### src/hdl/dhi_defines.vh
`ifndef DHI_DEFINES_VH
`define DHI_DEFINES_VH

// Serial frame layout, MSB first
`define DHI_FRAME_BITS 5'h18
`define DHI_FRM_TOGGLE 23
`define DHI_FRM_RW 22
`define DHI_FRM_CH_HI 20
`define DHI_FRM_CH_LO 16
`define DHI_FRM_REG_HI 15
`define DHI_FRM_REG_LO 14
`define DHI_FRM_DATA_HI 13
`define DHI_FRM_DATA_LO 0
`define DHI_FRM_ADDR_HI 23
`define DHI_FRM_ADDR_LO 14

// Two-wire slave
`define DHI_I2C_ADDR_FIXED 5'h15
`define DHI_I2C_BURST_PTR 8'hff
`define DHI_I2C_BYTE_BITS 4'h8
`define DHI_LAST_CHANNEL 5'h1f
`define DHI_FIRST_CHANNEL 5'h00

// Bit positions inside the first (high) two-wire data byte
`define DHI_I2C_REG_HI 7
`define DHI_I2C_REG_LO 6
`define DHI_I2C_DATA_HI 5

`endif

### src/hdl/dhi_host_interface.v
// Operation
// - Serial frame: 24 bits, MSB first
// - Direction bit one marks a read request
// - Next frame shifts selected register out
// - Readback: request address bits above data
// - Output changes on rising serial clock
// - First readback bit at frame sync fall
// - Two-wire slave only in serial, protocol one
// - Slave address 10101 plus two strap pins
// - Start and stop from SDA while SCL high
// - Acknowledge each byte in ninth clock
// - Writes only; direction bit must be zero
// - Repeated start returns to address recognition
// - Address, pointer, two data bytes, stop
// - Without stop, next byte is new pointer
// - Pointer 0xff starts burst at channel zero
// - Burst advances to 31, then pointer mode
// - No toggle selection in burst writes
// - Register select bits pick the target register
// - Interface select low enables parallel only
// - Write strobe rise latches address and data
// - Parallel word straight binary, top line MSB
`timescale 1ns/1ns
`default_nettype none
`include "dhi_defines.vh"

module dhi_host_interface #(
  parameter CH_W = 5,
  parameter DATA_W = 14
) (
  input wire ref_clk,
  input wire srst,
  input wire interface_select,
  input wire protocol_select,
  input wire sclk,
  input wire sync_n,
  input wire din,
  output reg serial_data_out_r,
  input wire scl,
  input wire sda_in,
  output reg sda_out_r,
  output reg sda_oe_r,
  input wire address_strap_high,
  input wire address_strap_low,
  input wire cs_n,
  input wire wr_n,
  input wire [CH_W-1:0] channel_address,
  input wire register_select_high,
  input wire register_select_low,
  input wire [DATA_W-1:0] data_field,
  output reg rd_req_r,
  output reg [CH_W-1:0] rd_channel_r,
  output reg [1:0] rd_reg_sel_r,
  input wire [DATA_W-1:0] rd_data,
  output reg wr_valid_r,
  output reg wr_toggle_b_r,
  output reg [CH_W-1:0] wr_channel_r,
  output reg [1:0] wr_reg_sel_r,
  output reg [DATA_W-1:0] wr_data_r
);

  localparam SYNC_W = 13 + CH_W + DATA_W;
  localparam ADDR_W = 10;
  localparam RB_W = ADDR_W + DATA_W;

  localparam ST_IDLE = 3'h0;
  localparam ST_ADDR = 3'h1;
  localparam ST_PTR = 3'h2;
  localparam ST_DHI = 3'h3;
  localparam ST_DLO = 3'h4;

  //////////////////////////////////////////////////////////////////////////////
  // Pin synchronisation

  wire [SYNC_W-1:0] pins_s;
  wire iface_s;
  wire proto_s;
  wire sclk_s;
  wire syncn_s;
  wire din_s;
  wire scl_s;
  wire sda_s;
  wire strap_hi_s;
  wire strap_lo_s;
  wire csn_s;
  wire wrn_s;
  wire [CH_W-1:0] ch_s;
  wire [1:0] reg_s;
  wire [DATA_W-1:0] data_s;

  dhi_sync #(
    .WIDTH(SYNC_W)
  ) u_sync (
    .ref_clk(ref_clk),
    .srst(srst),
    .async_in({interface_select, protocol_select, sclk, sync_n, din, scl, sda_in,
               address_strap_high, address_strap_low, cs_n, wr_n,
               register_select_high, register_select_low, channel_address, data_field}),
    .sync_out_r(pins_s)
  );

  assign {iface_s, proto_s, sclk_s, syncn_s, din_s, scl_s, sda_s,
          strap_hi_s, strap_lo_s, csn_s, wrn_s, reg_s, ch_s, data_s} = pins_s;

  //////////////////////////////////////////////////////////////////////////////
  // Edge detection on synchronised lines

  reg sclk_q_r;
  reg syncn_q_r;
  reg scl_q_r;
  reg sda_q_r;
  reg wrn_q_r;

  always @(posedge ref_clk)
  begin
    if (srst)
    begin
      sclk_q_r <= 1'b1;
      syncn_q_r <= 1'b1;
      scl_q_r <= 1'b1;
      sda_q_r <= 1'b1;
      wrn_q_r <= 1'b1;
    end
    else
    begin
      sclk_q_r <= sclk_s;
      syncn_q_r <= syncn_s;
      scl_q_r <= scl_s;
      sda_q_r <= sda_s;
      wrn_q_r <= wrn_s;
    end
  end

  wire spi_en = iface_s & ~proto_s;
  wire i2c_en = iface_s & proto_s;
  wire par_en = ~iface_s;
  wire sclk_fall = sclk_q_r & ~sclk_s;
  wire sclk_rise = ~sclk_q_r & sclk_s;
  wire sync_fall = syncn_q_r & ~syncn_s;
  wire sync_rise = ~syncn_q_r & syncn_s;
  wire scl_rise = ~scl_q_r & scl_s;
  wire scl_fall = scl_q_r & ~scl_s;
  wire i2c_start = scl_q_r & scl_s & sda_q_r & ~sda_s;
  wire i2c_stop = scl_q_r & scl_s & ~sda_q_r & sda_s;
  wire wr_rise = ~wrn_q_r & wrn_s;

  //////////////////////////////////////////////////////////////////////////////
  // State

  reg [`DHI_FRAME_BITS-1:0] spi_sr_r;
  reg [4:0] spi_cnt_r;
  reg rb_pend_r;
  reg rb_active_r;
  reg rb_armed_r;
  reg [ADDR_W-1:0] rb_addr_r;
  reg [RB_W-1:0] rb_sr_r;
  reg [2:0] i2c_st_r;
  reg [3:0] bit_cnt_r;
  reg [7:0] byte_r;
  reg [7:0] hi_r;
  reg burst_r;
  reg [CH_W-1:0] ptr_r;

  wire [6:0] own_addr = {`DHI_I2C_ADDR_FIXED, strap_hi_s, strap_lo_s};
  wire byte_done = (bit_cnt_r == `DHI_I2C_BYTE_BITS);

  always @(posedge ref_clk)
  begin
    if (srst)
    begin
      serial_data_out_r <= 1'b0;
      sda_out_r <= 1'b0;
      sda_oe_r <= 1'b0;
      rd_req_r <= 1'b0;
      rd_channel_r <= {CH_W{1'b0}};
      rd_reg_sel_r <= 2'h0;
      wr_valid_r <= 1'b0;
      wr_toggle_b_r <= 1'b0;
      wr_channel_r <= {CH_W{1'b0}};
      wr_reg_sel_r <= 2'h0;
      wr_data_r <= {DATA_W{1'b0}};
      spi_sr_r <= {`DHI_FRAME_BITS{1'b0}};
      spi_cnt_r <= 5'h00;
      rb_pend_r <= 1'b0;
      rb_active_r <= 1'b0;
      rb_armed_r <= 1'b0;
      rb_addr_r <= {ADDR_W{1'b0}};
      rb_sr_r <= {RB_W{1'b0}};
      i2c_st_r <= ST_IDLE;
      bit_cnt_r <= 4'h0;
      byte_r <= 8'h00;
      hi_r <= 8'h00;
      burst_r <= 1'b0;
      ptr_r <= {CH_W{1'b0}};
    end
    else
    begin
      wr_valid_r <= 1'b0;
      rd_req_r <= 1'b0;

      ////////////////////////////////////////////////////////////////////////////
      // Four-wire serial with readback
      if (!spi_en)
      begin
        spi_cnt_r <= 5'h00;
        rb_pend_r <= 1'b0;
        rb_active_r <= 1'b0;
        serial_data_out_r <= 1'b0;
      end
      else if (sync_fall)
      begin
        spi_cnt_r <= 5'h00;
        rb_armed_r <= 1'b0;
        if (rb_pend_r)
        begin
          rb_pend_r <= 1'b0;
          rb_active_r <= 1'b1;
          rb_sr_r <= {rb_addr_r, rd_data};
          serial_data_out_r <= rb_addr_r[ADDR_W-1];
        end
      end
      else if (sync_rise)
      begin
        // Frame sync bounds the readback; output parks low between frames
        rb_active_r <= 1'b0;
        serial_data_out_r <= 1'b0;
        if (spi_cnt_r == `DHI_FRAME_BITS)
        begin
          if (spi_sr_r[`DHI_FRM_RW])
          begin
            rb_pend_r <= 1'b1;
            rb_addr_r <= spi_sr_r[`DHI_FRM_ADDR_HI:`DHI_FRM_ADDR_LO];
            rd_channel_r <= spi_sr_r[`DHI_FRM_CH_HI:`DHI_FRM_CH_LO];
            rd_reg_sel_r <= spi_sr_r[`DHI_FRM_REG_HI:`DHI_FRM_REG_LO];
            rd_req_r <= 1'b1;
          end
          else
          begin
            wr_valid_r <= 1'b1;
            wr_toggle_b_r <= spi_sr_r[`DHI_FRM_TOGGLE];
            wr_channel_r <= spi_sr_r[`DHI_FRM_CH_HI:`DHI_FRM_CH_LO];
            wr_reg_sel_r <= spi_sr_r[`DHI_FRM_REG_HI:`DHI_FRM_REG_LO];
            wr_data_r <= spi_sr_r[`DHI_FRM_DATA_HI:`DHI_FRM_DATA_LO];
          end
        end
      end
      else if (!syncn_s)
      begin
        // Clocks past the 24th are ignored; short frames are discarded
        if (sclk_fall && spi_cnt_r != `DHI_FRAME_BITS)
        begin
          spi_sr_r <= {spi_sr_r[`DHI_FRAME_BITS-2:0], din_s};
          spi_cnt_r <= spi_cnt_r + 5'h01;
          rb_armed_r <= rb_active_r;
        end
        // A rise before the first fall would skip the MSB, so wait for a fall
        if (sclk_rise && rb_active_r && rb_armed_r)
        begin
          rb_sr_r <= {rb_sr_r[RB_W-2:0], 1'b0};
          serial_data_out_r <= rb_sr_r[RB_W-2];
        end
      end

      ////////////////////////////////////////////////////////////////////////////
      // Two-wire receive-only slave
      sda_out_r <= 1'b0;
      if (!i2c_en)
      begin
        i2c_st_r <= ST_IDLE;
        sda_oe_r <= 1'b0;
        burst_r <= 1'b0;
      end
      else if (i2c_start)
      begin
        i2c_st_r <= ST_ADDR;
        bit_cnt_r <= 4'h0;
        sda_oe_r <= 1'b0;
        burst_r <= 1'b0;
      end
      else if (i2c_stop)
      begin
        i2c_st_r <= ST_IDLE;
        sda_oe_r <= 1'b0;
        burst_r <= 1'b0;
      end
      else
      begin
        if (scl_rise && i2c_st_r != ST_IDLE && !byte_done)
        begin
          byte_r <= {byte_r[6:0], sda_s};
          bit_cnt_r <= bit_cnt_r + 4'h1;
        end
        if (scl_fall)
        begin
          if (sda_oe_r)
          begin
            sda_oe_r <= 1'b0;
            bit_cnt_r <= 4'h0;
          end
          else if (byte_done && i2c_st_r != ST_IDLE)
          begin
            sda_oe_r <= 1'b1;
            case (i2c_st_r)
              ST_ADDR:
              begin
                // A read address or a foreign one is not acknowledged
                if (byte_r[7:1] == own_addr && !byte_r[0])
                begin
                  i2c_st_r <= ST_PTR;
                end
                else
                begin
                  sda_oe_r <= 1'b0;
                  i2c_st_r <= ST_IDLE;
                end
              end
              ST_PTR:
              begin
                i2c_st_r <= ST_DHI;
                if (byte_r == `DHI_I2C_BURST_PTR)
                begin
                  burst_r <= 1'b1;
                  ptr_r <= `DHI_FIRST_CHANNEL;
                end
                else
                begin
                  burst_r <= 1'b0;
                  ptr_r <= byte_r[CH_W-1:0];
                end
              end
              ST_DHI:
              begin
                hi_r <= byte_r;
                i2c_st_r <= ST_DLO;
              end
              ST_DLO:
              begin
                wr_valid_r <= 1'b1;
                wr_toggle_b_r <= 1'b0;
                wr_channel_r <= ptr_r;
                wr_reg_sel_r <= hi_r[`DHI_I2C_REG_HI:`DHI_I2C_REG_LO];
                wr_data_r <= {hi_r[`DHI_I2C_DATA_HI:0], byte_r};
                if (burst_r && ptr_r != `DHI_LAST_CHANNEL)
                begin
                  ptr_r <= ptr_r + {{(CH_W-1){1'b0}}, 1'b1};
                  i2c_st_r <= ST_DHI;
                end
                else
                begin
                  burst_r <= 1'b0;
                  i2c_st_r <= ST_PTR;
                end
              end
              default:
              begin
                sda_oe_r <= 1'b0;
                i2c_st_r <= ST_IDLE;
              end
            endcase
          end
        end
      end

      ////////////////////////////////////////////////////////////////////////////
      // Parallel port; bus passes the same two stages as the strobe
      if (par_en && wr_rise && !csn_s)
      begin
        wr_valid_r <= 1'b1;
        wr_toggle_b_r <= 1'b0;
        wr_channel_r <= ch_s;
        wr_reg_sel_r <= reg_s;
        wr_data_r <= data_s;
      end
    end
  end

endmodule // dhi_host_interface

`default_nettype wire

### src/hdl/dhi_sync.v
`timescale 1ns/1ns
`default_nettype none

module dhi_sync #(
  parameter WIDTH = 1
) (
  input wire ref_clk,
  input wire srst,
  input wire [WIDTH-1:0] async_in,
  output reg [WIDTH-1:0] sync_out_r
);

  reg [WIDTH-1:0] meta_r;

  // Reset to all ones so idle-high lines do not fake an edge at release
  always @(posedge ref_clk)
  begin
    if (srst)
    begin
      meta_r <= {WIDTH{1'b1}};
      sync_out_r <= {WIDTH{1'b1}};
    end
    else
    begin
      meta_r <= async_in;
      sync_out_r <= meta_r;
    end
  end

endmodule // dhi_sync

`default_nettype wire

### config.mk
export PLATFORM = sky130hd
export DESIGN_NAME = dhi_host_interface
export DESIGN_NICKNAME = d
export VERILOG_FILES = /design/src/hdl/dhi_host_interface.v /design/src/hdl/dhi_sync.v
export VERILOG_INCLUDE_DIRS = /design/src /design/src/hdl
export SDC_FILE = /design/constraint.sdc
export NUM_CORES = 1
export LEC_CHECK = 0
export BUFFER_PORTS_ARGS = -buffer_cell sky130_fd_sc_hd__buf_2
export CELL_PAD_IN_SITES_DETAIL_PLACEMENT = 1
export CELL_PAD_IN_SITES_GLOBAL_PLACEMENT = 1
export CORE_AREA = 10 10 118 163
export CTS_BUF_LIST = sky130_fd_sc_hd__clkbuf_2
export CTS_CLUSTER_SIZE = 40
export DETAILED_ROUTE_END_ITERATION = 8
export DIE_AREA = 0 0 128 173
export PLACE_DENSITY = 0.88
export SYNTH_ARGS = -nofsm -noshare
export SYNTH_HDL_FRONTEND = slang
export SYNTH_SLANG_ARGS = --single-unit
### constraint.sdc
create_clock -name ref_clk -period 2.7 [get_ports ref_clk]
set_clock_uncertainty 0.2 [all_clocks]
set_input_delay 0.135 -clock ref_clk [delete_from_list [all_inputs] [get_ports ref_clk]]
set_output_delay 0.135 -clock ref_clk [all_outputs]
set_load 0.02 [all_outputs]
# == Word level (Yosys, flattened, before mapping) ==
# Cells that the tools add are included.
# word_totals
input_bits,48
register_bits,196
# op_classes
n_reduce_logical,43
n_mux,105
n_bitwise,33
n_addsub,3
eq_ne,18
# op_table
cell,count
14-bit two-way mux,13
23-bit two-way mux,5
5-bit two-way mux,15
1-bit two-way mux,49
2-bit two-way mux,14
4-bit two-way mux,5
5-bit AND reduction,4
1-bit inverter,19
3-bit AND reduction,5
1-bit bitwise AND,14
3-bit one-hot mux with 4 select lines,1
3-bit nonzero test,4
5-bit by 1-bit adder with 5-bit output (second input constant),2
1-bit logical AND,10
2-bit inequality test (second input constant),5
5-bit inequality test (second input constant),2
5-bit one-hot mux with 2 select lines,1
8-bit equality test (second input constant),1
4-bit AND reduction,2
8-bit AND reduction,1
2-bit nonzero test,4
7-bit equality test,1
7-bit AND reduction,1
3-bit by 2-bit equality test with 1-bit output (second input constant),2
15 further kinds,22

# == Depth between registers and ports, before layout ==
# Gate-level depths: netlist of the first run.
# logic_depth
ltp_word,13
ltp_mapped,8
mapped_depth_nobuf,7

# == By module ==
# A second synthesis of the first run with hierarchy kept.
# unflattened
hier_cells,717
area_unflattened_um2,7546.0
# by_module_without_submodules
mod,instances,seq_area_each_um2,cells_per_inst,area_per_inst_um2
dhi_host_interface,1,2502.4,582,5785.5
dhi_sync,1,1281.2,135,1760.4

# == Least setup slack after synthesis of the first run ==
# OpenSTA, ideal clock, no wires.
# synth_path
path_type,register to register
start,register u_sync.sync_out_r[28]
end,register wr_data_r[10]
setup_time_ps,128
stages_incl_launch_ff,9
n_path_buf,2
arrival_time_ps,1852
path_slack_ps,520
cell_sequence,dfxtp_1 -> inv_1 -> ha_1 -> buf_2 -> nor2b_1 -> nor4b_4 -> buf_4 -> mux2i_1 -> o221ai_2
# synth_via
elab_chain_len,12
word_cells_on_any_way,14
# synth_lines
element,line_no,rtl
"start, declared",dhi_sync.v:10,output reg [WIDTH-1:0] sync_out_r
"start signal, assigned",dhi_sync.v:21,sync_out_r <= {WIDTH{1'b1}};
"start signal, assigned",dhi_sync.v:26,sync_out_r <= meta_r;
1-bit inverter (no source line) (*),--,
1-bit bitwise AND (*),dhi_host_interface.v:139,wire sync_fall = syncn_q_r & ~syncn_s;
net sync_fall,dhi_host_interface.v:139,
14-bit two-way mux (*),dhi_host_interface.v:210,else if (sync_fall)
14-bit two-way mux (*),dhi_host_interface.v:203,if (!spi_en)
14-bit two-way mux,dhi_host_interface.v:303,case (i2c_st_r)
14-bit two-way mux,dhi_host_interface.v:300,else if (byte_done && i2c_st_r != ST_IDLE)
14-bit two-way mux,dhi_host_interface.v:295,if (sda_oe_r)
14-bit two-way mux,dhi_host_interface.v:293,if (scl_fall)
14-bit two-way mux,dhi_host_interface.v:280,else if (i2c_stop)
14-bit two-way mux,dhi_host_interface.v:273,else if (i2c_start)
14-bit two-way mux (*),dhi_host_interface.v:267,if (!i2c_en)
14-bit two-way mux (*),dhi_host_interface.v:366,if (par_en && wr_rise && !csn_s)
"end signal, assigned",dhi_host_interface.v:243,wr_data_r <= spi_sr_r[`DHI_FRM_DATA_HI:`DHI_FRM_DATA_LO];
"end signal, assigned",dhi_host_interface.v:342,"wr_data_r <= {hi_r[`DHI_I2C_DATA_HI:0], byte_r};"
"end signal, assigned",dhi_host_interface.v:372,wr_data_r <= data_s;
"end, declared",dhi_host_interface.v:59,output reg [DATA_W-1:0] wr_data_r
# The timed path passes the listed nets; every way through them passes the cells marked *.
# A chain may end at the register's enable or synchronous reset.

# == Final worst setup path of the first run ==
# layout_path
start,register u_sync.sync_out_r[28]
end,register rb_sr_r[0]
# layout_via
elab_chain_len,4
word_cells_on_any_way,9
# layout_lines
element,line_no,rtl
1-bit inverter (no source line) (*),--,
1-bit bitwise AND (*),dhi_host_interface.v:139,
net sync_fall,dhi_host_interface.v:139,
2-bit inequality test (no source line) (tied with other cells),--,
5-bit AND reduction (no source line),--,
"end signal, assigned",dhi_host_interface.v:188,rb_sr_r <= {RB_W{1'b0}};
"end signal, assigned",dhi_host_interface.v:218,"rb_sr_r <= {rb_addr_r, rd_data};"
"end signal, assigned",dhi_host_interface.v:259,"rb_sr_r <= {rb_sr_r[RB_W-2:0], 1'b0};"
"end, declared",dhi_host_interface.v:156,reg [RB_W-1:0] rb_sr_r;
# Marked as above.

==> impl_metrics.ini, run 1 <==
[placed_design]
io_buffers = 80
dp_hpwl_um = 12750
place.gp.congestion = 0.8269

[timing]
slew-limit-headroom_pct = 54.86
setup_violations = 0
hold-worst-slack_ns = 0.03330
fmax_ghz = 0.3998
period_share_pct = 92.65
drv_slew = 0
fin_setup_tns_ns = 0
finalHoldViolCount = 0
max_slew.worst_pin.slew_ns = 0.6771
post-route-min-period_ns = 2.502
rsz0062_at_grt = no

[synthesis]
synth.mux.area_fraction_pct = 11.43
syn_area_mm2 = 0.007617
synth_top_family_by_area = simple AND/OR/NAND/NOR gates
synth_edf_count = 0
netlist_top_cells_area = dfxtp_1 50%, mux2i_1 11%, or2_2 5.7%, o221ai_2 3.9%, a21oi_1 3.1%
synth_xor_area_share_pct = 1.035
synthFlopType = dfxtp_1
synth-compound-area-share_pct = 13.27
syn_nets = 801
yosys_warnings = 0
yosys_register_bits = 189
ys_async_sr_fraction_pct = 0
yosysTopAreaCell = dfxtp_1
syn_avg_cell_area_um2 = 10.24
ys_seq_area_share_pct = 49.67
synth_top_cell_area_share_pct = 49.67
synthSimpleGateAreaFrac_pct = 17.72
synthAdderAreaFrac_pct = 1.478
synth_cells = 744
yosys.cell_types.count = 67

[cts]
clk_latency_ns = 0.83
cts.clk_slew.worst_paths_ns = 0.27
cts_made_buffers = 17
post_cts_buffers = 0
clock-sinks = 189
cts_root_buf = clkbuf_2
cts_tree = built
htreeDepth = 4
cts.path.max_buffers = 2

[power]
ir_drop_uv = 403.6
power_frac_comb_pct = 7.3
p_sw_share_pct = 26.97
pwr_density_cell_mw_per_mm2 = 490.7
p_seq_share_pct = 61.5
p_sw_mw = 1.260
p_clk_share_pct = 31.2
internal_power_mw = 3.412
p_leak_nw = 3.741
p_total_mw = 4.672

[worst_setup_path]
cp_cell_sequence = inv_1 > ha_1 > buf_4 > nand2_1 > o31ai_2 > a21bo_2 > a21oi_1 > dlygate4sd3_1
crit_fanout = 30
critPathRequiredTime_ns = 3.22
rr_worst_depth = 8
end_kind = register
critPathKind = register to register
cp_num_cells = 8
cpMaxStageDelayCell = dlygate4sd3_1
cp.arrival_ns = 3.02
startpoint_type = register
max_stage_delay_ns = 0.56
crit_family = buffers and inverters
crit_buf_inv = 3

[die]
die_area_mm2 = 0.02214
ios = 82
die_width_um = 128
core_mm2 = 0.01610
start_util_pct = 47.30
row_count = 55
dieHeight_um = 173

[drt]
wl_per_cell_um = 20.73
wirelength_um = 23510
drc = 0
drt_iter0_markers = 360
via_count = 6217
ant_nets = 0
via_per_inst = 5.482
dr.pass1.iters = 5

[global_routing]
grtUsageTotal_pct = 21.36
grt_max_degree = 67
grt.overflow.total = 0
antenna_found_initial = 1
grt_pass1_vias = 7043
grt_pass1_wl_um = 38160

[cells_and_area]
fin_nets = 979
utilization_pct = 59.13
layout_common_cells = 189 x dfxtp_1, 117 x dlygate4sd3_1, 87 x mux2i_1
fillers = 1756
ff_latch_area_mm2 = 0.003784
multiInputGateArea_mm2 = 0.003427
drive_above_1_share_pct = 25.16
area_growth_syn_to_layout_pct = 25.00
final_common_cell = dfxtp_1

[worst_hold_path]
min_path_cells = 4
hp-class = primary input to register

[flow_run]
cap_violations = 0

[run_status]
status = complete, no violations
area by class of cell:
cell class              count  share of cell area, %
diodes                      1                0.02628
clock buffers              17                 0.8936
clock inverters            14                  1.590
inverters                  35                  1.380
multi-input cells         468                  35.99
flip-flops and latches    189                  39.74
well taps                 199                  2.615
repair buffers            211                  17.77
synthesized netlist by cell type, types with 9 or more instances:
master / instances
dfxtp_1: 189
clkbuf_1: 23
o221ai_2: 20
a21oi_1: 47
ha_1: 9
inv_1: 35
nand2_1: 27
nand3_1: 12
a211oi_1: 28
o21ai_0: 11
buf_2: 13
buf_4: 13
nor2_1: 57
mux2i_1: 87
or2_2: 70
sequential cells by signal, summed over array words and instances, names as in the netlist, 8 cells and up:
signal,count
rb_sr_r,23
spi_sr_r,24
hi_r,8
wr_data_r,14
u_sync.sync_out_r,32
byte_r,8
u_sync.meta_r,32
worst reg2reg max path, cell delays in order (launching register included):
cell and delay, ns:
dfxtp_1 0.43, inv_1 0.09, ha_1 0.23, buf_4 0.43, nand2_1 0.12, o31ai_2 0.13, a21bo_2 0.20, a21oi_1 0.05
dlygate4sd3_1 0.56
logic make-up (layout without fill, tap and decap cells):
| logic type | Yosys count | after routing |
|---|---|---|
| adders and majority gates | 9 | 9 |
| DFF | 189 | 189 |
| muxes | 87 | 87 |
| and+or+nand+nor | 231 | 231 |
| buffers and inverters | 87 | 277 |
| other | 1 | 2 |
| AOI/OAI and AO/OA | 131 | 131 |
| xor gates and xnor gates | 9 | 9 |
metrics by stage:
| stage | setup WS [ns] | instances | area [um^2] |
|---|---|---|---|
| final | 0.1985 | 1134 | 9522 |
| after floorplan | 0.5204 | 744 | 7617 |
| after detailed placement | 0.3421 | 985 | 8112 |
| after global placement | 0.4492 | 985 | 8112 |
| after global routing | 0.05499 | 1134 | 9522 |
| after CTS | 0.1971 | 1133 | 9519 |
worst paths after layout:
| check | from | endpoint | slack, ns |
|---|---|---|---|
| min reg2reg | u_sync.meta_r[8] | u_sync.sync_out_r[8] | 0.26 |
| min | rd_data[4] | rb_sr_r[4] | 0.03 |
| max | u_sync.sync_out_r[28] | rb_sr_r[0] | 0.20 |
| max reg2reg | u_sync.sync_out_r[28] | rb_sr_r[0] | 0.20 |
repair_timing:
| item | 4_1_cts | 5_1_grt |
|---|---|---|
| hold endpoints to repair | 113 | 0 |
| hold buffers | 117 | 0 |
| gates resized for setup | 0 | 0 |
metal layers:
metal / track usage [%] / vias to the layer above / wire length (um)
li1: - / 2939 / -
met1: 22.76 / 3059 / 9091
met5: 0 / - / 0
met3: 4.683 / 55 / 975
met4: 8.467 / 0 / 725
met2: 39.13 / 164 / 12720
power by group through the flow:
stage	Sequential [mW]	Combinational [mW]	Clock, mW
final	2.88	0.340	1.46
after CTS	2.87	0.316	1.42
after detailed placement	2.92	0.190	0
after global placement	2.91	0.185	0
after global routing	2.88	0.367	1.61
after floorplan	2.91	0.129	0
(Power assumes the default switching activity.)
==> run 2, diff against run 1 <==
==> constraint.sdc (replaced) <==
create_clock -name ref_clk -period 2.7 [get_ports ref_clk]
set_clock_uncertainty 0.2 [all_clocks]
set_input_delay 0 -clock ref_clk [delete_from_list [all_inputs] [get_ports ref_clk]]
set_output_delay 0 -clock ref_clk [all_outputs]
set_load 0.02 [all_outputs]
==> run 2 against run 1 <==
Hold slack better by 0.19 ns. Global-route usage is 0.28 points lower. Wire length is 1.9% lower. Cell count is 0.97% higher. Flip-flop and latch count stayed put. Power is 0.27% lower. Critical path depth stayed put. Utilization is 0.68 points higher. Via count is 0.37% higher. Combinational power is 4% higher. Register-to-register slack hardly changed. Setup slack worse by 0.0093 ns. Largest power group unchanged.
==> impl_metrics.ini, run 2 (synthesis gave the netlist of run 1 again) <==
[worst_setup_path]
crit_path_end = rb_sr_r[0]
crit_fanout = 30
cp_cell_sequence = inv_1 > ha_1 > buf_4 > nand2_1 > o31ai_2 > a21bo_2 > a21oi_1 > dlygate4sd3_1
startpoint_type = register
crit_family = buffers and inverters
critPathRequiredTime_ns = 3.23
startpoint = u_sync.sync_out_r[28]
r2r_setup_slack_ns = 0.19
cp_num_cells = 8
crit_buf_inv = 3
max_stage_delay_ns = 0.56
cp.arrival_ns = 3.04
rr_worst_depth = 8
reg2reg_to = rb_sr_r[0]
end_kind = register
cpMaxStageDelayCell = dlygate4sd3_1
regToRegStartpoint = u_sync.sync_out_r[28]
critPathKind = register to register

[placed_design]
place_area_mm2 = 0.008112
preCtsSetupSlack_ns = 0.3421
place.gp.congestion = 0.8269
io_buffers = 80
dp_hpwl_um = 12750

[cells_and_area]
final_area_mm2 = 0.009632
fillers = 1790
fin_nets = 990
drive_above_1_share_pct = 24.87
top_regs = u_sync.meta_r x32, u_sync.sync_out_r x32, spi_sr_r x24
final_common_cell = dfxtp_1
area_growth_syn_to_layout_pct = 26.45
layout_common_cells = 189 x dfxtp_1, 128 x dlygate4sd3_1, 87 x mux2i_1

[drt]
wl_per_cell_um = 20.14
dr.pass1.iters = 5
wirelength_um = 23070
drc = 0
drt_iter0_markers = 327
via_per_inst = 5.450
via_count = 6240
ant_nets = 0

[timing]
slew-limit-headroom_pct = 54.13
drv_slew = 0
finalHoldViolCount = 0
rsz0062_at_grt = no
fmax_ghz = 0.3983
setup_violations = 0
period_share_pct = 92.99
max_slew.worst_pin.slew_ns = 0.6880
post-route-min-period_ns = 2.511
fin_setup_tns_ns = 0
setup_ws_ns = 0.1892

[worst_hold_path]
hp-class = register to register

[cts]
htreeDepth = 4
cts.path.max_buffers = 2
clk_latency_ns = 0.82
cts_resized = 0
cts.clk_slew.worst_paths_ns = 0.33
cts_made_buffers = 17
clock-sinks = 189
cts_root_buf = clkbuf_2
cts_tree = built

[global_routing]
met2_usage_pct = 39.26
grt_util_met3_pct = 4.377
grtUsageTotal_pct = 21.08
grt_pass1_vias = 7096
grt.overflow.total = 0
grt_busiest_layer = met2
use_met1_pct = 21.91
antenna_found_initial = 1
grt_max_degree = 66
grt_pass1_wl_um = 37610

[run_status]
status = complete, no violations

[die]
row_count = 55
ios = 82
dieHeight_um = 173
core_mm2 = 0.01610
start_util_pct = 47.30
die_area_mm2 = 0.02214
die_width_um = 128

[power]
p_total_mw = 4.660
p_leak_nw = 3.782
ir_drop_uv = 266.4
pwr_density_cell_mw_per_mm2 = 483.8

[flow_run]
cap_violations = 0
## run 2: cell types whose count changed in the layout (fill, tap and decap cells not counted), sizes merged
cell,change
dlygate4sd3,+11
## run 2: repair_timing
item,CTS,global route
setup endpoints to repair,0,0
buffers inserted,0,0
endpoints found under the hold margin,182,0
hold buffers,128,0
## run 2: cell type report
type	count	area [um^2]	area share, %
diodes	1	2.502	0.02598
well taps	199	249.0	2.585
clock buffers	17	85.08	0.8833
flip-flops and latches	189	3784	39.28
multi-input cells	468	3427	35.58
repair buffers	222	1802	18.71
clock inverters	14	151.4	1.572
inverters	35	131.4	1.364
## run 2: how the worst min path moves through the flow
stage | start | end | slack [ns] | cells past startpoint
global placement | wr_n | u_sync.meta_r[21] | -0.02 | 2
finish | u_sync.meta_r[2] | u_sync.sync_out_r[2] | 0.23 | 1
global route | u_sync.meta_r[2] | u_sync.sync_out_r[2] | 0.25 | 1
detailed placement | wr_n | u_sync.meta_r[21] | -0.01 | 2
floorplan | data_field[0] | u_sync.meta_r[0] | -0.1 | 1
CTS | u_sync.meta_r[2] | u_sync.sync_out_r[2] | 0.24 | 1
## run 2: through the flow
| stage | hold slack, ns | std cells | utilization, % |
|---|---|---|---|
| after floorplan | -0.09619 | 744 | - |
| after global placement | -0.01687 | 985 | 50.37 |
| after detailed placement | -0.01499 | 985 | 50.37 |
| after CTS | 0.2390 | 1144 | 59.80 |
| after global routing | 0.2461 | 1145 | 59.81 |
| final | 0.2280 | 1145 | 59.81 |
## run 2: worst register-to-register path, cell delays in order, from the launching register on
cell and delay [ns]:
dfxtp_1 0.43, inv_1 0.09, ha_1 0.24, buf_4 0.44, nand2_1 0.12, o31ai_2 0.13
a21bo_2 0.20, a21oi_1 0.05, dlygate4sd3_1 0.56
## run 2: where the power goes
part           leakage [nW]  internal [mW]  switching (mW)
combinational          2.11          0.204           0.149
sequential             1.54           2.85          0.0249
clock                 0.138          0.368            1.06
total                  3.78           3.42            1.24
## run 2: per-layer routing
layer / vias up / share of wire [%] / routed length (um)
met5: - / 0 / 0
met4: 0 / 2.9 / 673
met3: 52 / 3.7 / 859
met2: 160 / 55 / 12660
met1: 3073 / 38 / 8873
li1: 2955 / - / -
==> run 3, diff against run 2 <==
--- a/config.mk
+++ b/config.mk
@@ -9,12 +9,11 @@
 export BUFFER_PORTS_ARGS = -buffer_cell sky130_fd_sc_hd__buf_2
 export CELL_PAD_IN_SITES_DETAIL_PLACEMENT = 1
 export CELL_PAD_IN_SITES_GLOBAL_PLACEMENT = 1
-export CORE_AREA = 10 10 118 163
-export CTS_BUF_LIST = sky130_fd_sc_hd__clkbuf_2
+export CORE_AREA = 10 10 120 166
 export CTS_CLUSTER_SIZE = 40
 export DETAILED_ROUTE_END_ITERATION = 8
-export DIE_AREA = 0 0 128 173
-export PLACE_DENSITY = 0.88
+export DIE_AREA = 0 0 130 176
+export PLACE_DENSITY = 0.85
 export SYNTH_ARGS = -nofsm -noshare
 export SYNTH_HDL_FRONTEND = slang
 export SYNTH_SLANG_ARGS = --single-unit
==> run 3 against run 2 <==
Fmax up 0.42%. Critical endpoint is now wr_channel_r[3]. Cell count down 4.5%. Via count down 5.7%. Critical path depth down 2. Register-to-register slack about the same. Flip-flop and latch count unchanged.
==> impl_metrics.ini, run 3 (synthesis gave the netlist of run 1 again) <==
[cells_and_area]
drive_above_1_share_pct = 26.80
ff_latch_area_mm2 = 0.003784
multiInputGateArea_mm2 = 0.003427
layout_common_cells = 189 x dfxtp_1, 87 x mux2i_1, 79 x buf_2
fin_nets = 932
area_growth_syn_to_layout_pct = 24.20
final_common_cell = dfxtp_1
fillers = 1833
top_regs = u_sync.meta_r x32, u_sync.sync_out_r x32, spi_sr_r x24
diodes = 0

[global_routing]
grtUsageTotal_pct = 18.78
grt_max_degree = 65
grt.overflow.total = 0
grt_pass1_vias = 6552
grt_pass1_wl_um = 34240
antenna_found_initial = 0

[drt]
via_per_inst = 5.380
dr.pass1.iters = 4
ant_nets = 0
via_count = 5886
wl_per_cell_um = 19.16
drc = 0
drt_iter0_markers = 245
wirelength_um = 20970

[die]
row_count = 57
core_mm2 = 0.01697
dieHeight_um = 176
die_area_mm2 = 0.02288
die_width_um = 130
ios = 82
start_util_pct = 44.88

[timing]
post-route-min-period_ns = 2.500
max_slew.worst_pin.slew_ns = 0.6673
fin_setup_tns_ns = 0
finalHoldViolCount = 0
fmax_ghz = 0.4000
period_share_pct = 92.60
rsz0062_at_grt = no
setup_violations = 0
drv_slew = 0
slew-limit-headroom_pct = 55.51

[cts]
cts_root_buf = clkbuf_16
htreeDepth = 4
post_cts_buffers = 0
cts_made_buffers = 17
clk_latency_ns = 0.43
cts.path.max_buffers = 2
cts.clk_slew.worst_paths_ns = 0.07
cts_tree = built
clock-sinks = 189

[worst_setup_path]
critPathKind = register to register
max_stage_delay_ns = 0.48
cpMaxStageDelayCell = dfxtp_1
reg2reg_to = wr_channel_r[3]
end_kind = register
startpoint_type = register
crit_path_end = wr_channel_r[3]
cp_num_cells = 6
regToRegStartpoint = u_sync.sync_out_r[28]
critPathRequiredTime_ns = 2.80
startpoint = u_sync.sync_out_r[28]
crit_family = simple AND/OR/NAND/NOR gates
rr_worst_depth = 6
crit_buf_inv = 1
cp_cell_sequence = ha_1 > nor2b_1 > nor4b_4 > buf_12 > mux2i_1 > o221ai_2
cp.arrival_ns = 2.60
r2r_setup_slack_ns = 0.20
crit_fanout = 23

[flow_run]
cap_violations = 0

[power]
pwr_density_cell_mw_per_mm2 = 613.3
p_leak_nw = 3.727
ir_drop_uv = 443.4
p_total_mw = 5.802

[placed_design]
dp_hpwl_um = 12500
io_buffers = 80
place.gp.congestion = 0.8527

[run_status]
status = complete, no violations

[worst_hold_path]
hp-class = primary input to register
-- run 3: cell types whose count changed in the layout (fill, tap and decap cells not counted) --
cell and delta:
buf_4 +1, bufinv_16 +1, clkbuf_16 +17, clkbuf_2 -17, clkinv_1 -1, clkinv_4 -1, clkinv_8 +3, clkinvlp_4 -2
diode_2 -1, dlygate4sd3_1 -59, inv_6 -1, inv_8 +2
-- run 3: worst min-delay path, stage by stage --
cell,delay (ns)
dlygate4sd3_1,0.52
buf_2,0.09
or2_2,0.08
-- run 3: worst min-delay path by stage --
| stage | endpoint | depth (start not counted) | slack (ns) | startpoint |
|---|---|---|---|---|
| detailed placement | u_sync.meta_r[21] | 2 | -0.01 | wr_n |
| global route | u_sync.meta_r[25] | 3 | 0.10 | sda_in |
| global placement | u_sync.meta_r[10] | 2 | -0.02 | data_field[10] |
| finish | u_sync.meta_r[30] | 3 | 0.1 | protocol_select |
| floorplan | u_sync.meta_r[0] | 1 | -0.1 | data_field[0] |
| CTS | u_sync.meta_r[23] | 3 | 0.06 | address_strap_low |
-- run 3: through the flow --
stage / hold slack (ns) / setup WS, ns / utilization, % / instances / area, um^2
final: 0.09598 / 0.1997 / 55.73 / 1094 / 9460
after global routing: 0.1020 / 0.08450 / 55.73 / 1094 / 9460
after global placement: -0.01695 / 0.5449 / 47.88 / 993 / 8128
after CTS: 0.06216 / 0.2189 / 55.73 / 1094 / 9460
after detailed placement: -0.01465 / 0.3730 / 47.88 / 993 / 8128
after floorplan: -0.09619 / 0.5204 / - / 744 / 7617
-- run 3: final cells by class --
cell class / instances / area share (%)
multi-input cells: 468 / 36.23
flip-flops and latches: 189 / 39.99
clock inverters: 15 / 2.288
inverters: 35 / 1.389
clock buffers: 17 / 4.497
repair buffers: 164 / 12.88
well taps: 206 / 2.725
-- run 3: power breakdown --
part | leakage (nW) | internal [mW] | switching [mW]
combinational | 1.88 | 0.149 | 0.133
clock | 0.313 | 1.44 | 1.23
sequential | 1.54 | 2.83 | 0.0237
total | 3.73 | 4.42 | 1.38
-- run 3: metal layers --
layer	track usage [%]	share of wire, %	vias up
li1	-	-	2839
met1	20.22	40	2898
met2	34.44	54	116
met3	3.992	3.3	33
met4	7.707	2.4	0
met5	0	0	-
-- run 3: what timing repair did --
action,CTS,global route
hold buffers,69,0
hold endpoints to repair,79,0
setup endpoints to repair,0,0
resized for setup,0,0
